### config.mk
export PLATFORM = sky130hd
export DESIGN_NAME = ddc_top
export DESIGN_NICKNAME = d
export VERILOG_FILES = /design/src/rtl/ddc_pkg.sv /design/src/rtl/ddc_sync.sv /design/src/rtl/ddc_top.sv
export SDC_FILE = /design/constraint.sdc
export NUM_CORES = 1
export LEC_CHECK = 0
export BUFFER_PORTS_ARGS = -buffer_cell sky130_fd_sc_hd__buf_2
export CAP_MARGIN = 40
export CORE_MARGIN = 5
export CORE_UTILIZATION = 55
export CTS_CLUSTER_DIAMETER = 120
export DETAILED_ROUTE_END_ITERATION = 10
export GPL_ROUTABILITY_DRIVEN = 0
export GPL_TIMING_DRIVEN = 0
export PLACE_DENSITY = 0.83
export SETUP_SLACK_MARGIN = 0.1
export SKIP_LAST_GASP = 1
export SYNTH_ARGS = -nofsm -noshare
export SYNTH_HDL_FRONTEND = slang
export SYNTH_SLANG_ARGS = --single-unit
### constraint.sdc
create_clock -name pclk -period 3.35 [get_ports pclk]
set_input_delay 1.005 -clock pclk [delete_from_list [all_inputs] [get_ports pclk]]
set_output_delay 1.005 -clock pclk [all_outputs]
set_load 0.01 [all_outputs]
### src/rtl/ddc_pkg.sv
// Constants, types and helpers of the dual converter input and control port.
// Assumes one 20 MHz APB clock and pins that are asynchronous to it.
// Notes on behaviour
// - The control word is taken from the channel A bus when the control strobe falls.
// - Bus bit 9 of a control word is the shutdown bit and forces power-down when set.
// - Bus bit 8 is the converter enable bit; with shutdown clear, 0 means standby and 1 run.
// - Bus bit 7 enables the second filter stage for fourfold mode, legal only with stage one.
// - Bus bit 6 enables the first filter stage; 0 means no interpolation, 1 means twofold.
// - Bus bits 5 to 2 carry the channel A gain trim word, bit 5 most significant.
// - With interleave select high both channels are sampled from the channel A bus.
// - With interleave select low, A is latched on the data clock rise and B on its fall.
// - After reset: no interpolation, zero gain trim, converter fully running.
// - The gain trim moves channel A gain in equal steps, code 0 highest, code 15 lowest.
// - Samples are registered on a data clock edge (A on the rise, B on the fall) and reach the output on the next rise.
`default_nettype none
package ddc_pkg;
    localparam int DATA_W = 10;
    localparam int CTRL_MSB = 9;
    localparam int CTRL_LSB = 2;
    localparam int CTRL_W = CTRL_MSB - CTRL_LSB + 1;

    typedef struct packed {
        logic shutdown_bit;
        logic converter_enable_bit;
        logic second_filter_enable;
        logic first_filter_enable;
        logic [3:0] gain_trim;
    } ddc_ctrl_t;

    typedef enum logic [1:0] {
        INTERP_NONE = 2'h0,
        INTERP_X2 = 2'h1,
        INTERP_X4 = 2'h3
    } ddc_interp_t;

    typedef enum logic [1:0] {
        PWR_ACTIVE = 2'h0,
        PWR_STANDBY = 2'h1,
        PWR_SHUTDOWN = 2'h3
    } ddc_power_t;

    localparam ddc_ctrl_t CTRL_RESET = '{1'b0, 1'b1, 1'b0, 1'b0, 4'h8};
    localparam logic [4:0] GAIN_ZERO_CODE = 5'h08;

    localparam int PADDR_W = 12;
    localparam logic [PADDR_W-1:0] REG_CONTROL = 12'h000;
    localparam logic [PADDR_W-1:0] REG_STATUS = 12'h004;
    localparam logic [PADDR_W-1:0] REG_CLOCK_DIV = 12'h008;
    localparam logic [PADDR_W-1:0] REG_SAMPLES = 12'h00C;
    localparam int ST_ILLEGAL = 0;
    localparam int ST_SETTLED = 1;
    localparam int ST_POWER_LSB = 2;
    localparam int ST_MODE_LSB = 4;
    localparam int SAMPLE_B_LSB = 16;
    localparam int DIV_W = 8;
    localparam logic [DIV_W-1:0] DIV_RESET = 8'h00;

    localparam real CLK_MHZ = 20.0;
    localparam real WAKE_TIME_US = 0.7;
    localparam real SHUTDOWN_SETTLE_MS = 0.5;
    // Small margin keeps float error from adding a cycle
    localparam int WAKE_CYCLES = int'($ceil(WAKE_TIME_US * CLK_MHZ - 1.0e-6));
    localparam int SHUTDOWN_SETTLE_CYCLES =
        int'($ceil(SHUTDOWN_SETTLE_MS * 1000.0 * CLK_MHZ - 1.0e-6));
    localparam int SETTLE_W = 14;

    function automatic ddc_interp_t interp_of(input ddc_ctrl_t c);
        if (c.first_filter_enable && c.second_filter_enable)
            return INTERP_X4;
        else if (c.first_filter_enable)
            return INTERP_X2;
        else
            return INTERP_NONE;
    endfunction

    function automatic ddc_power_t power_of(input ddc_ctrl_t c);
        if (c.shutdown_bit)
            return PWR_SHUTDOWN;
        else if (!c.converter_enable_bit)
            return PWR_STANDBY;
        else
            return PWR_ACTIVE;
    endfunction

    function automatic logic [4:0] gain_steps_of(input logic [3:0] code);
        return 5'(GAIN_ZERO_CODE - {1'b0, code});
    endfunction
endpackage
`default_nettype wire

### src/rtl/ddc_sync.sv
// Three-stage pin synchroniser with agreement filter.
// Assumes pins asynchronous to clk; a bit changes once stages two and three agree.
`default_nettype none
module ddc_sync #(
    parameter int WIDTH = 1
) (
    input wire logic clk,
    input wire logic rst_n,
    input wire logic [WIDTH-1:0] pin,
    output logic [WIDTH-1:0] level
);
    logic [WIDTH-1:0] stage1;
    logic [WIDTH-1:0] stage2;
    logic [WIDTH-1:0] stage3;

    if (WIDTH < 1)
        $error("WIDTH must be at least 1");

    always_ff @(posedge clk or negedge rst_n)
    begin
        if (!rst_n)
        begin
            stage1 <= '0;
            stage2 <= '0;
            stage3 <= '0;
            level <= '0;
        end
        else
        begin
            stage1 <= pin;
            stage2 <= stage1;
            stage3 <= stage2;
            level <= (stage2 & stage3) | (level & (stage2 | stage3));
        end
    end
endmodule // ddc_sync
`default_nettype wire

### src/rtl/ddc_top.sv
// Input and control port of a dual converter, with an APB register slave.
// Assumes host-driven pins asynchronous to pclk and an APB master on pclk.
//
// Our own choices: the register addresses and the APB register port.
`default_nettype none
module ddc_top
    import ddc_pkg::*;
#(
    parameter int OFF_SETTLE_CYCLES = SHUTDOWN_SETTLE_CYCLES
) (
    input wire logic pclk,
    input wire logic presetn,
    input wire logic psel,
    input wire logic penable,
    input wire logic pwrite,
    input wire logic [PADDR_W-1:0] paddr,
    input wire logic [31:0] pwdata,
    output logic pready,
    output logic [31:0] prdata,
    output logic pslverr,
    input wire logic [DATA_W-1:0] channel_a_bus,
    input wire logic [DATA_W-1:0] channel_b_bus,
    input wire logic control_word_strobe_n,
    input wire logic interleave_select,
    output logic data_clock_out,
    output logic [DATA_W-1:0] sample_a_out,
    output logic [DATA_W-1:0] sample_b_out,
    output ddc_interp_t interp_mode_out,
    output ddc_power_t power_state_out,
    output logic [3:0] gain_trim_out,
    output logic [4:0] gain_a_steps,
    output logic output_settled
);
    localparam int PIN_W = 2 * DATA_W + 2;
    localparam int WAKE_MAX = WAKE_CYCLES + 2;

    if (DATA_W < CTRL_MSB + 1)
        $error("Channel A bus too narrow for the control word");
    if (OFF_SETTLE_CYCLES < 1 || OFF_SETTLE_CYCLES >= (1 << SETTLE_W))
        $error("OFF_SETTLE_CYCLES out of counter range");

    logic [PIN_W-1:0] pin_level;
    logic [DATA_W-1:0] a_now;
    logic [DATA_W-1:0] b_now;
    logic strobe_now;
    logic ileave_now;
    logic strobe_prev;
    logic strobe_fall;
    ddc_ctrl_t pin_word;
    ddc_ctrl_t wr_word;
    ddc_ctrl_t ctrl;
    logic illegal_seen;
    logic [DIV_W-1:0] clock_div;
    logic [DIV_W-1:0] div_cnt;
    logic tick;
    logic [DATA_W-1:0] hold_a;
    logic [DATA_W-1:0] hold_b;
    ddc_power_t power_prev;
    logic [SETTLE_W-1:0] settle_cnt;
    logic access;
    logic done;
    logic wr_control;
    logic wr_status;
    logic wr_div;
    logic mapped;
    logic [31:0] next_rdata;

    // Forbidden filter setting: second stage on, first stage off
    function automatic logic illegal_of(input ddc_ctrl_t c);
        return c.second_filter_enable && !c.first_filter_enable;
    endfunction

    // Strobe enters inverted so the synchroniser reset level matches the idle pin
    ddc_sync #(
        .WIDTH(PIN_W)
    ) u_sync (
        .clk(pclk),
        .rst_n(presetn),
        .pin({interleave_select, ~control_word_strobe_n, channel_b_bus, channel_a_bus}),
        .level(pin_level)
    );

    assign a_now = pin_level[DATA_W-1:0];
    assign b_now = pin_level[2*DATA_W-1:DATA_W];
    assign strobe_now = pin_level[2*DATA_W];
    assign ileave_now = pin_level[2*DATA_W+1];
    assign strobe_fall = strobe_now & ~strobe_prev;
    // Bits 1 and 0 never reach the control word
    assign pin_word = ddc_ctrl_t'(a_now[CTRL_MSB:CTRL_LSB]);
    assign wr_word = ddc_ctrl_t'(pwdata[CTRL_W-1:0]);

    // APB handshake, one wait state per access
    assign access = psel & penable;
    assign done = access & pready;
    assign wr_control = done & pwrite & (paddr == REG_CONTROL);
    assign wr_status = done & pwrite & (paddr == REG_STATUS);
    assign wr_div = done & pwrite & (paddr == REG_CLOCK_DIV);
    assign mapped = (paddr == REG_CONTROL) || (paddr == REG_STATUS) ||
        (paddr == REG_CLOCK_DIV) || (paddr == REG_SAMPLES);

    always_comb
    begin
        next_rdata = '0;
        unique case (paddr)
            REG_CONTROL: next_rdata[CTRL_W-1:0] = ctrl;
            REG_STATUS:
            begin
                next_rdata[ST_ILLEGAL] = illegal_seen;
                next_rdata[ST_SETTLED] = output_settled;
                next_rdata[ST_POWER_LSB +: 2] = power_state_out;
                next_rdata[ST_MODE_LSB +: 2] = interp_mode_out;
            end
            REG_CLOCK_DIV: next_rdata[DIV_W-1:0] = clock_div;
            REG_SAMPLES:
            begin
                next_rdata[DATA_W-1:0] = sample_a_out;
                next_rdata[SAMPLE_B_LSB +: DATA_W] = sample_b_out;
            end
            default: next_rdata = '0;
        endcase
    end

    always_ff @(posedge pclk or negedge presetn)
    begin
        if (!presetn)
        begin
            pready <= 1'b0;
            prdata <= '0;
            pslverr <= 1'b0;
        end
        else
        begin
            pready <= access & ~pready;
            if (access && !pready)
            begin
                prdata <= pwrite ? 32'h0000_0000 : next_rdata;
                pslverr <= ~mapped;
            end
            else
            begin
                pslverr <= 1'b0;
            end
        end
    end

    // Control word store; the pin strobe wins over a same-cycle bus write
    always_ff @(posedge pclk or negedge presetn)
    begin
        if (!presetn)
        begin
            strobe_prev <= 1'b0;
            ctrl <= CTRL_RESET;
        end
        else
        begin
            strobe_prev <= strobe_now;
            if (strobe_fall)
                ctrl <= pin_word;
            else if (wr_control)
                ctrl <= wr_word;
        end
    end

    // Sticky flag for the forbidden filter setting; a new event beats the clear
    always_ff @(posedge pclk or negedge presetn)
    begin
        if (!presetn)
            illegal_seen <= 1'b0;
        else if (strobe_fall && illegal_of(pin_word))
            illegal_seen <= 1'b1;
        else if (!strobe_fall && wr_control && illegal_of(wr_word))
            illegal_seen <= 1'b1;
        else if (wr_status && pwdata[ST_ILLEGAL])
            illegal_seen <= 1'b0;
    end

    // Decoded mode outputs
    always_ff @(posedge pclk or negedge presetn)
    begin
        if (!presetn)
        begin
            interp_mode_out <= INTERP_NONE;
            power_state_out <= PWR_ACTIVE;
            gain_trim_out <= CTRL_RESET.gain_trim;
            gain_a_steps <= 5'h00;
        end
        else
        begin
            interp_mode_out <= interp_of(ctrl);
            power_state_out <= power_of(ctrl);
            gain_trim_out <= ctrl.gain_trim;
            gain_a_steps <= gain_steps_of(ctrl.gain_trim);
        end
    end

    // Settling timer after wake from standby or shutdown
    always_ff @(posedge pclk or negedge presetn)
    begin
        if (!presetn)
        begin
            power_prev <= PWR_ACTIVE;
            settle_cnt <= '0;
            output_settled <= 1'b1;
        end
        else
        begin
            power_prev <= power_state_out;
            if (power_state_out != PWR_ACTIVE)
            begin
                settle_cnt <= '0;
                output_settled <= 1'b0;
            end
            else if (power_prev == PWR_STANDBY)
            begin
                settle_cnt <= SETTLE_W'(WAKE_CYCLES);
                output_settled <= 1'b0;
            end
            else if (power_prev == PWR_SHUTDOWN)
            begin
                settle_cnt <= SETTLE_W'(OFF_SETTLE_CYCLES);
                output_settled <= 1'b0;
            end
            else if (settle_cnt != '0)
            begin
                settle_cnt <= settle_cnt - 1'b1;
                output_settled <= (settle_cnt == 1);
            end
        end
    end

    // Clock divider register
    always_ff @(posedge pclk or negedge presetn)
    begin
        if (!presetn)
            clock_div <= DIV_RESET;
        else if (wr_div)
            clock_div <= pwdata[DIV_W-1:0];
    end

    // Data clock: toggles every clock_div + 1 pclk cycles
    assign tick = (div_cnt >= clock_div);

    always_ff @(posedge pclk or negedge presetn)
    begin
        if (!presetn)
        begin
            div_cnt <= '0;
            data_clock_out <= 1'b0;
        end
        else if (tick)
        begin
            div_cnt <= '0;
            data_clock_out <= ~data_clock_out;
        end
        else
        begin
            div_cnt <= div_cnt + 1'b1;
        end
    end

    // Sample capture on data clock edges, output register on the next rise
    always_ff @(posedge pclk or negedge presetn)
    begin
        if (!presetn)
        begin
            hold_a <= '0;
            hold_b <= '0;
            sample_a_out <= '0;
            sample_b_out <= '0;
        end
        else if (tick && !data_clock_out)
        begin
            hold_a <= a_now;
            sample_a_out <= hold_a;
            sample_b_out <= hold_b;
        end
        else if (tick && data_clock_out)
        begin
            hold_b <= ileave_now ? a_now : b_now;
        end
    end
endmodule // ddc_top
`default_nettype wire

* Word-level counts from Yosys, hierarchy flattened
Cells that the tools add are included.
** Storage, ports and cells
- ROM bits :: 0
- Bits in latches :: 0
- Register bits after elaboration :: 219
- Output and inout port bits :: 69
- Bits in writable memories :: 0
- Word-level logic and storage cells :: 106
- Memories :: 0
- Input bits :: 71
** Operators by class
- Bitwise operators :: 18
- $mul :: 0
- Reduce and logical (&&, ||, !) cells :: 25
- Add/sub/neg operators :: 3
- Shift operators :: 0
- Div/mod/pow operators :: 0
- $lt $le $gt $ge :: 1
- Equal/unequal tests :: 6
- Multiplexer cells :: 25
** Operator list (count)
- 2-to-1 mux 14 bit :: 4
- AND 22 bit :: 2
- OR 22 bit :: 2
- 2-to-1 mux 26 bit :: 1
- == test 12 x 4 -> 1 bit, second input constant :: 2
- 2-to-1 mux 8 bit :: 3
- case mux 6 bit (4 select lines) :: 1
- 2-to-1 mux 10 bit :: 2
- == test 14 x 1 -> 1 bit, second input constant :: 1
- nonzero test 14 bit :: 1
- subtractor 14 x 1 -> 14 bit, second input constant :: 1
- == test 12 x 3 -> 1 bit, second input constant :: 1
- logical NOT 12 bit :: 1
- logical AND 1 bit :: 10
- 2-to-1 mux 1 bit :: 10
- adder 8 x 1 -> 8 bit, second input constant :: 1
- AND 1 bit :: 8
- >= comparator 8 bit :: 1
- 2-to-1 mux 2 bit :: 3
- inverter 1 bit :: 6
- case mux 2 bit (3 select lines) :: 1
- logical NOT 1 bit :: 5
- subtractor 4 x 4 -> 5 bit, first input constant :: 1
- nonzero test 2 bit :: 2
- 6 further kinds :: 8

* Longest topological paths before layout
Gate-level depths: netlist (run 1).
- Depth in word-level cells :: 8
- Gate-level depth with buffers :: 7
- Mapped depth without buffers :: 6

* By module
A second synthesis (run 1) with hierarchy kept.
** Second synthesis, totals
- Cells, all modules :: 525
- Area total of the unflattened synthesis :: 7712.4 µm²
** By module, submodules not included
- ddc_top :: area each 5262.5 µm², sequential area each 2957.8 µm², times used 1, cells each 415
- ddc_sync :: area each 2449.8 µm², sequential area each 2202.1 µm², times used 1, cells each 110

* Worst setup path before layout (run 1)
Ideal clock, no wire load.
- Path type :: input to register
- Start :: input paddr[9]
- End :: register clock_div[0]
- Required time :: 3.225 ns
- Setup time :: 0.125 ns
- Stages :: 4
- Arrival time :: 2.836 ns
- Slack :: 0.389 ns
- Buffers on the path :: 0
- Path through :: or4_1 -> or4_4 -> nor3b_4 -> mux2_2
** Between the ends
- Longest elaborated chain between the ends :: 2
** RTL lines
- start: declaration :: RTL line ddc_top.sv:16 : input wire logic [PADDR_W-1:0] paddr,
- == test 12 x 4 -> 1 bit :: RTL line ddc_top.sv:97 : assign wr_div = done & pwrite & (paddr == REG_CLOCK_DIV);
- AND 1 bit :: RTL line ddc_top.sv:97
- end signal: assignment :: RTL line ddc_top.sv:237 : clock_div <= pwdata[DIV_W-1:0];
- end: declaration :: RTL line ddc_top.sv:53 : logic [DIV_W-1:0] clock_div;
Every way passes these cells.
A chain may end at the register's enable or synchronous reset.

* Final worst setup path (run 1)
- Start :: input paddr[9]
- End :: register prdata[17]
** Between the ends
- Longest elaborated chain between the ends :: 3
** RTL lines
- == test 12 x 4 -> 1 bit :: RTL line ddc_top.sv:104 : unique case (paddr)
- 2-to-1 mux 10 bit :: RTL line ddc_top.sv:104
- 2-to-1 mux 26 bit :: RTL line ddc_top.sv:136 : prdata <= pwrite ? 32'h0000_0000 : next_rdata;
- end signal: assignment :: RTL line ddc_top.sv:136
- end: declaration :: RTL line ddc_top.sv:19 : output logic [31:0] prdata,
Every way passes these cells.

==> results of run 1 <==
## where the power goes
| part | switching (mW) | internal, mW | leakage, nW | total, mW |
|---|---|---|---|---|
| Sequential | 0.207 | 2.74 | 2.51 | 2.95 |
| Combinational | 0.493 | 0.428 | 1.54 | 0.921 |
| Clock | 0.907 | 1.42 | 0.341 | 2.32 |
| Total | 1.61 | 4.59 | 4.39 | 6.20 |
## cell type report
cell class	instances	share of cell area
Buffer	27	0.0161
Clock buffer	31	0.0654
Clock inverter	6	0.00881
Inverter	26	0.0104
Multi-Input combinational cell	296	0.263
Sequential cell	206	0.550
Tap cell	180	0.0240
Timing Repair Buffer	107	0.0615
## per-stage QoR
step                       util  worst slack [ns]  cells  hold WS [ns]  instance area [µm²]
final                     0.673             0.459    879         0.346                 9380
after CTS                 0.672             0.394    878         0.348                 9360
after detailed placement  0.622           -0.0463    841         0.335                 8670
after global placement    0.618             -1.87    837         0.331                 8610
after floorplan               -             0.389    555         0.331                 7880
after global routing      0.673             0.379    879         0.353                 9380
## worst max path at each step
stage                           from                end  slack (ns)  cells past startpoint
after floorplan             paddr[9]       clock_div[0]        0.39                      4
after global placement       presetn  u_sync.stage1[10]       -1.87                      1
after detailed placement    paddr[9]         prdata[16]       -0.05                      7
after CTS                 div_cnt[0]    sample_b_out[2]        0.39                      7
after global routing        paddr[9]         prdata[16]        0.38                      7
final                       paddr[9]         prdata[17]        0.46                      7
## flip-flops by register name, indices dropped and copies added, names as in the netlist, 2 cells and up
| register | cells |
|---|---|
| clock_div | 8 |
| ctrl | 8 |
| div_cnt | 8 |
| gain_a_steps | 5 |
| gain_trim_out | 3 |
| hold_a | 10 |
| hold_b | 10 |
| interp_mode_out | 2 |
| power_prev | 2 |
| power_state_out | 2 |
| prdata | 20 |
| sample_a_out | 10 |
| sample_b_out | 10 |
| settle_cnt | 14 |
| u_sync.level | 22 |
| u_sync.stage1 | 22 |
| u_sync.stage2 | 22 |
| u_sync.stage3 | 22 |
## cells by family (layout without fill, tap and decap cells)
kind of cell / Yosys count / after routing / share of synthesized area
AO/OA/AOI/OAI: 61 / 61 / 0.0549
buffers and inverters: 53 / 197 / 0.0318
adder cells (fa/ha/maj): 34 / 34 / 0.0473
flip-flops: 206 / 206 / 0.658
multiplexers: 82 / 82 / 0.126
AND/OR/NAND/NOR: 95 / 95 / 0.0680
XOR/XNOR: 12 / 12 / 0.0134
other: 1 / 12 / 0.000478
## cells in the final DEF (no fill, tap or decap), types with 14 or more instances in the layout
master       n
buf_2      103
buf_4       14
clkbuf_1    17
clkbuf_16   21
dfrtp_1    202
inv_1       26
maj3_1      22
mux2_2      72
nand2_1     19
nor2_1      16
o21ai_0     19
## critical path: stages
cell      delay [ns]
buf_2           0.10
or4_1           0.57
or4_1           0.54
clkbuf_1        0.20
nor2_1          0.34
buf_2           0.36
a22o_1          0.18
## routing by layer
metal	part of all wire	global-route usage
met1	0.41	0.265
met2	0.48	0.321
met3	0.083	0.0429
met4	0.026	0.0599
met5	0	0
==> impl_metrics.json, run 1 <==
{
  "status": "finished clean",
  "post_drt_wl_per_cell_um": 18.3,
  "io_pins": 140,
  "hp-class": "flop to flop",
  "maxCapViolations": 0,
  "r2r_end": "sample_b_out[2]",
  "dieHeight_um": 129,
  "drc_errors": 0,
  "powerDensity_nw_per_um2": 661,
  "yosysSeqAreaShare": 0.658,
  "final_nets": 768,
  "num-fill-cells": 963,
  "fp-row-count": 43,
  "synth-edff-count": 0,
  "viasPerCell": 5.56,
  "die_w_um": 129,
  "worst_pin_slew_ns": 0.938,
  "worstSetupEndpointType": "flop",
  "rsz0062_at_grt": "no",
  "ant_nets": 0,
  "hold-path-endpoint": "u_sync.stage2[0]",
  "fmax_ghz": 0.346,
  "hold_viol": 0,
  "track_usage": 0.196,
  "grt_pass1_wl_mm": 26.1,
  "start_util": 0.562,
  "synth-main-ff-cell": "dfrtp_1",
  "ys_seq_elements": 206,
  "post-dp-hpwl_mm": 11.1,
  "clock-sinks": 206,
  "cp.arrival_ns": 3.31,
  "multi_input_area_um2": 2470,
  "routed_wl_mm": 16.1,
  "p_leak_nw": 4.39,
  "drtPass1Iterations": 5,
  "vdd_drop_max_uv": 469,
  "cts_resized": 0,
  "grt_pass1_vias": 5115,
  "fin_skew_ns": 0.0109,
  "post-synth-top-area-cell": "dfrtp_1",
  "cp.required_ns": 3.77,
  "syn_inst": 544,
  "slew_headroom": 0.370,
  "start_kind": "input port",
  "root_buffer": "clkbuf_16",
  "n_antenna_cell": 0,
  "die_area_um2": 16700,
  "cts_buffer_depth": 3,
  "reg2regPathDepth": 8,
  "htreeDepth": 1,
  "reg2reg_slack_ns": 0.67,
  "final.setup.tns_ns": 0,
  "synthArstFlopShare": 1.00,
  "clk_latency_ns": 0.48,
  "final.min_clock_period_ns": 2.89,
  "vias": 4890,
  "yosysWarnings": 0,
  "cp_max_fo": 10,
  "synth_area_um2": 7840,
  "rr_startpoint": "div_cnt[0]",
  "synthTopCellsByArea": "dfrtp_1 (64%), mux2_2 (10%), maj3_1 (2.8%), ha_1 (1.9%), mux4_2 (1.7%)",
  "synth.avg_cell_area_um2": 14.4,
  "synthTopCellsByCount": "dfrtp_1 (202), mux2_2 (72), inv_1 (26)",
  "core-area_um2": 13900,
  "ff_latch_area_um2": 5160,
  "post_cts_buffers": 0,
  "p_total_mw": 6.20,
  "drv_slew": 0,
  "area_growth_syn_to_layout_pct": 19.6,
  "min_from": "u_sync.stage1[0]",
  "timing.final.crit_share": 0.863,
  "grt_overflow": 0,
  "worstHoldPathCells": 0,
  "drive_gt1_frac": 0.343,
  "synth.distinct_cells": 53,
  "antenna_found_initial": 0,
  "clk_pin_slew_ns": 0.06,
  "portBuffers": 102,
  "grt_max_degree": 105,
  "first_iter_violations": 347,
  "finalSetupViolCount": 0,
  "tritoncts": "built",
  "synth_top_area_share": 0.645,
  "numCtsBuffers": 21,
  "yosysMostFrequentCell": "dfrtp_1",
  "worst-setup-path-type": "input port to flop",
  "cts_hold_buf": 0
}
No activity file was read; power rests on OpenSTA's default activity.
==> run 2, diff against run 1 <==
- CORE_UTILIZATION: 55 -> 60
- PLACE_DENSITY: 0.83 -> 0.89
- clock period: 3.35 -> 3.7 ns (I/O delays scaled with it)
==> impl_metrics.json, run 2 (synthesis gave the netlist of run 1 again) <==
{
  "die_w_um": 124,
  "drv_slew": 0,
  "grt_pass1_wl_mm": 27.6,
  "htreeDepth": 1,
  "timing.final.crit_share": 0.807,
  "finalSetupViolCount": 0,
  "cts_hold_buf": 0,
  "rr_startpoint": "div_cnt[0]",
  "portBuffers": 102,
  "num-fill-cells": 769,
  "final.setup.tns_ns": 0,
  "track_usage": 0.215,
  "hold_viol": 0,
  "hold-path-endpoint": "u_sync.stage2[1]",
  "rsz0062_at_grt": "no",
  "drtPass1Iterations": 7,
  "grt_overflow": 0,
  "hold_ws_ns": 0.347,
  "routed_wl_mm": 16.5,
  "final_common_cell": "dfrtp_1",
  "n_antenna_cell": 0,
  "worst_pin_slew_ns": 0.949,
  "core-area_um2": 12700,
  "root_buffer": "clkbuf_16",
  "tritoncts": "built",
  "final_cell_mix": "dfrtp_1 (202), buf_2 (103), mux2_2 (72)",
  "final.min_clock_period_ns": 2.98,
  "post-dp-hpwl_mm": 11.2,
  "final_cells": 871,
  "powerDensity_nw_per_um2": 590,
  "numCtsBuffers": 21,
  "first_iter_violations": 567,
  "cts_buffer_depth": 3,
  "drc_errors": 0,
  "reg2reg_slack_ns": 0.92,
  "start_kind": "input port",
  "drive_gt1_frac": 0.346,
  "post_drt_wl_per_cell_um": 18.9,
  "grt_pass1_vias": 5303,
  "ant_nets": 0,
  "r2r_end": "sample_b_out[7]",
  "slew_headroom": 0.362,
  "vias": 4972,
  "min_from": "u_sync.stage1[1]",
  "reg2regPathDepth": 8,
  "post_cts_buffers": 0,
  "numPlacedInstances": 833,
  "cp_max_fo": 10,
  "clk_latency_ns": 0.48,
  "worst-setup-path-type": "input port to flop",
  "fin_area_um2": 9330,
  "finalWorstSetupSlack_ns": 0.715,
  "clock-sinks": 206,
  "grt_max_degree": 112,
  "fin_skew_ns": 0.0104,
  "worstSetupEndpointType": "flop",
  "clk_pin_slew_ns": 0.06,
  "die_area_um2": 15400,
  "p_leak_nw": 4.36,
  "antenna_found_initial": 0,
  "io_pins": 140,
  "status": "finished clean",
  "maxCapViolations": 0,
  "cp.required_ns": 4.11,
  "dieHeight_um": 124,
  "area_growth_syn_to_layout_pct": 19.0,
  "fp-row-count": 41,
  "final_nets": 768,
  "start_util": 0.616,
  "place_area_um2": 8660,
  "fmax_ghz": 0.335,
  "cp.arrival_ns": 3.40,
  "cts_resized": 0,
  "vdd_drop_max_uv": 362,
  "post-place-ws_ns": 0.270,
  "worstHoldPathCells": 0,
  "viasPerCell": 5.71,
  "hp-class": "flop to flop"
}
==> run 2: changes by cell type in the layout (fill, tap and decap cells not counted) <==
cell        change
clkbuf_8        -4
clkinv_2        +2
clkinv_4        +1
bufinv_16       -1
clkbuf_1        -2
inv_8           +1
clkinvlp_4      +2
inv_6           +1
==> run 2: per-layer routing <==
metal,routed length [µm],vias up,global-route usage
met2,8030,239,0.360
met4,526,0,0.0600
met3,1230,47,0.0519
met1,6710,2489,0.284
met5,0,-,0
li1,-,2197,-
==> run 2: where the power goes <==
part	leakage, nW	switching [mW]	total, mW	internal (mW)
sequential	2.51	0.188	2.67	2.48
combinational	1.54	0.457	0.845	0.388
clock	0.318	0.842	1.99	1.15
total	4.36	1.49	5.50	4.02
==> run 2: cell type report <==
| class | count | area [µm²] | area share |
|---|---|---|---|
| Buffer | 27 | 151 | 0.0162 |
| Clock inverter | 12 | 106 | 0.0114 |
| Clock buffer | 25 | 551 | 0.0590 |
| Timing Repair Buffer | 107 | 577 | 0.0618 |
| Inverter | 26 | 97.6 | 0.0105 |
| Sequential cell | 206 | 5160 | 0.553 |
| Tap cell | 172 | 215 | 0.0231 |
| Multi-Input combinational cell | 296 | 2470 | 0.265 |
==> run 2: worst max-delay path by stage <==
stage	from	end	slack, ns	cells after the start
after floorplan	paddr[9]	clock_div[0]	0.63	4
after global placement	presetn	u_sync.stage1[10]	-1.55	1
after detailed placement	paddr[9]	prdata[16]	0.27	7
after CTS	clock_div[0]	sample_b_out[7]	0.75	6
after global routing	paddr[9]	prdata[17]	0.64	7
final	paddr[9]	prdata[18]	0.72	7
==> run 2: per-stage QoR <==
| step | total power [mW] | utilization |
|---|---|---|
| after global routing | 5.75 | 0.733 |
| after CTS | 5.53 | 0.732 |
| after floorplan | 3.19 | - |
| final | 5.50 | 0.733 |
| after detailed placement | 3.53 | 0.681 |
| after global placement | 3.46 | 0.676 |
==> run 2: critical path: stages <==
cell and delay, ns:
buf_2 0.09, or4_1 0.57, or4_1 0.54, clkbuf_1 0.21
nor2_1 0.34, buf_2 0.35, a22o_1 0.18
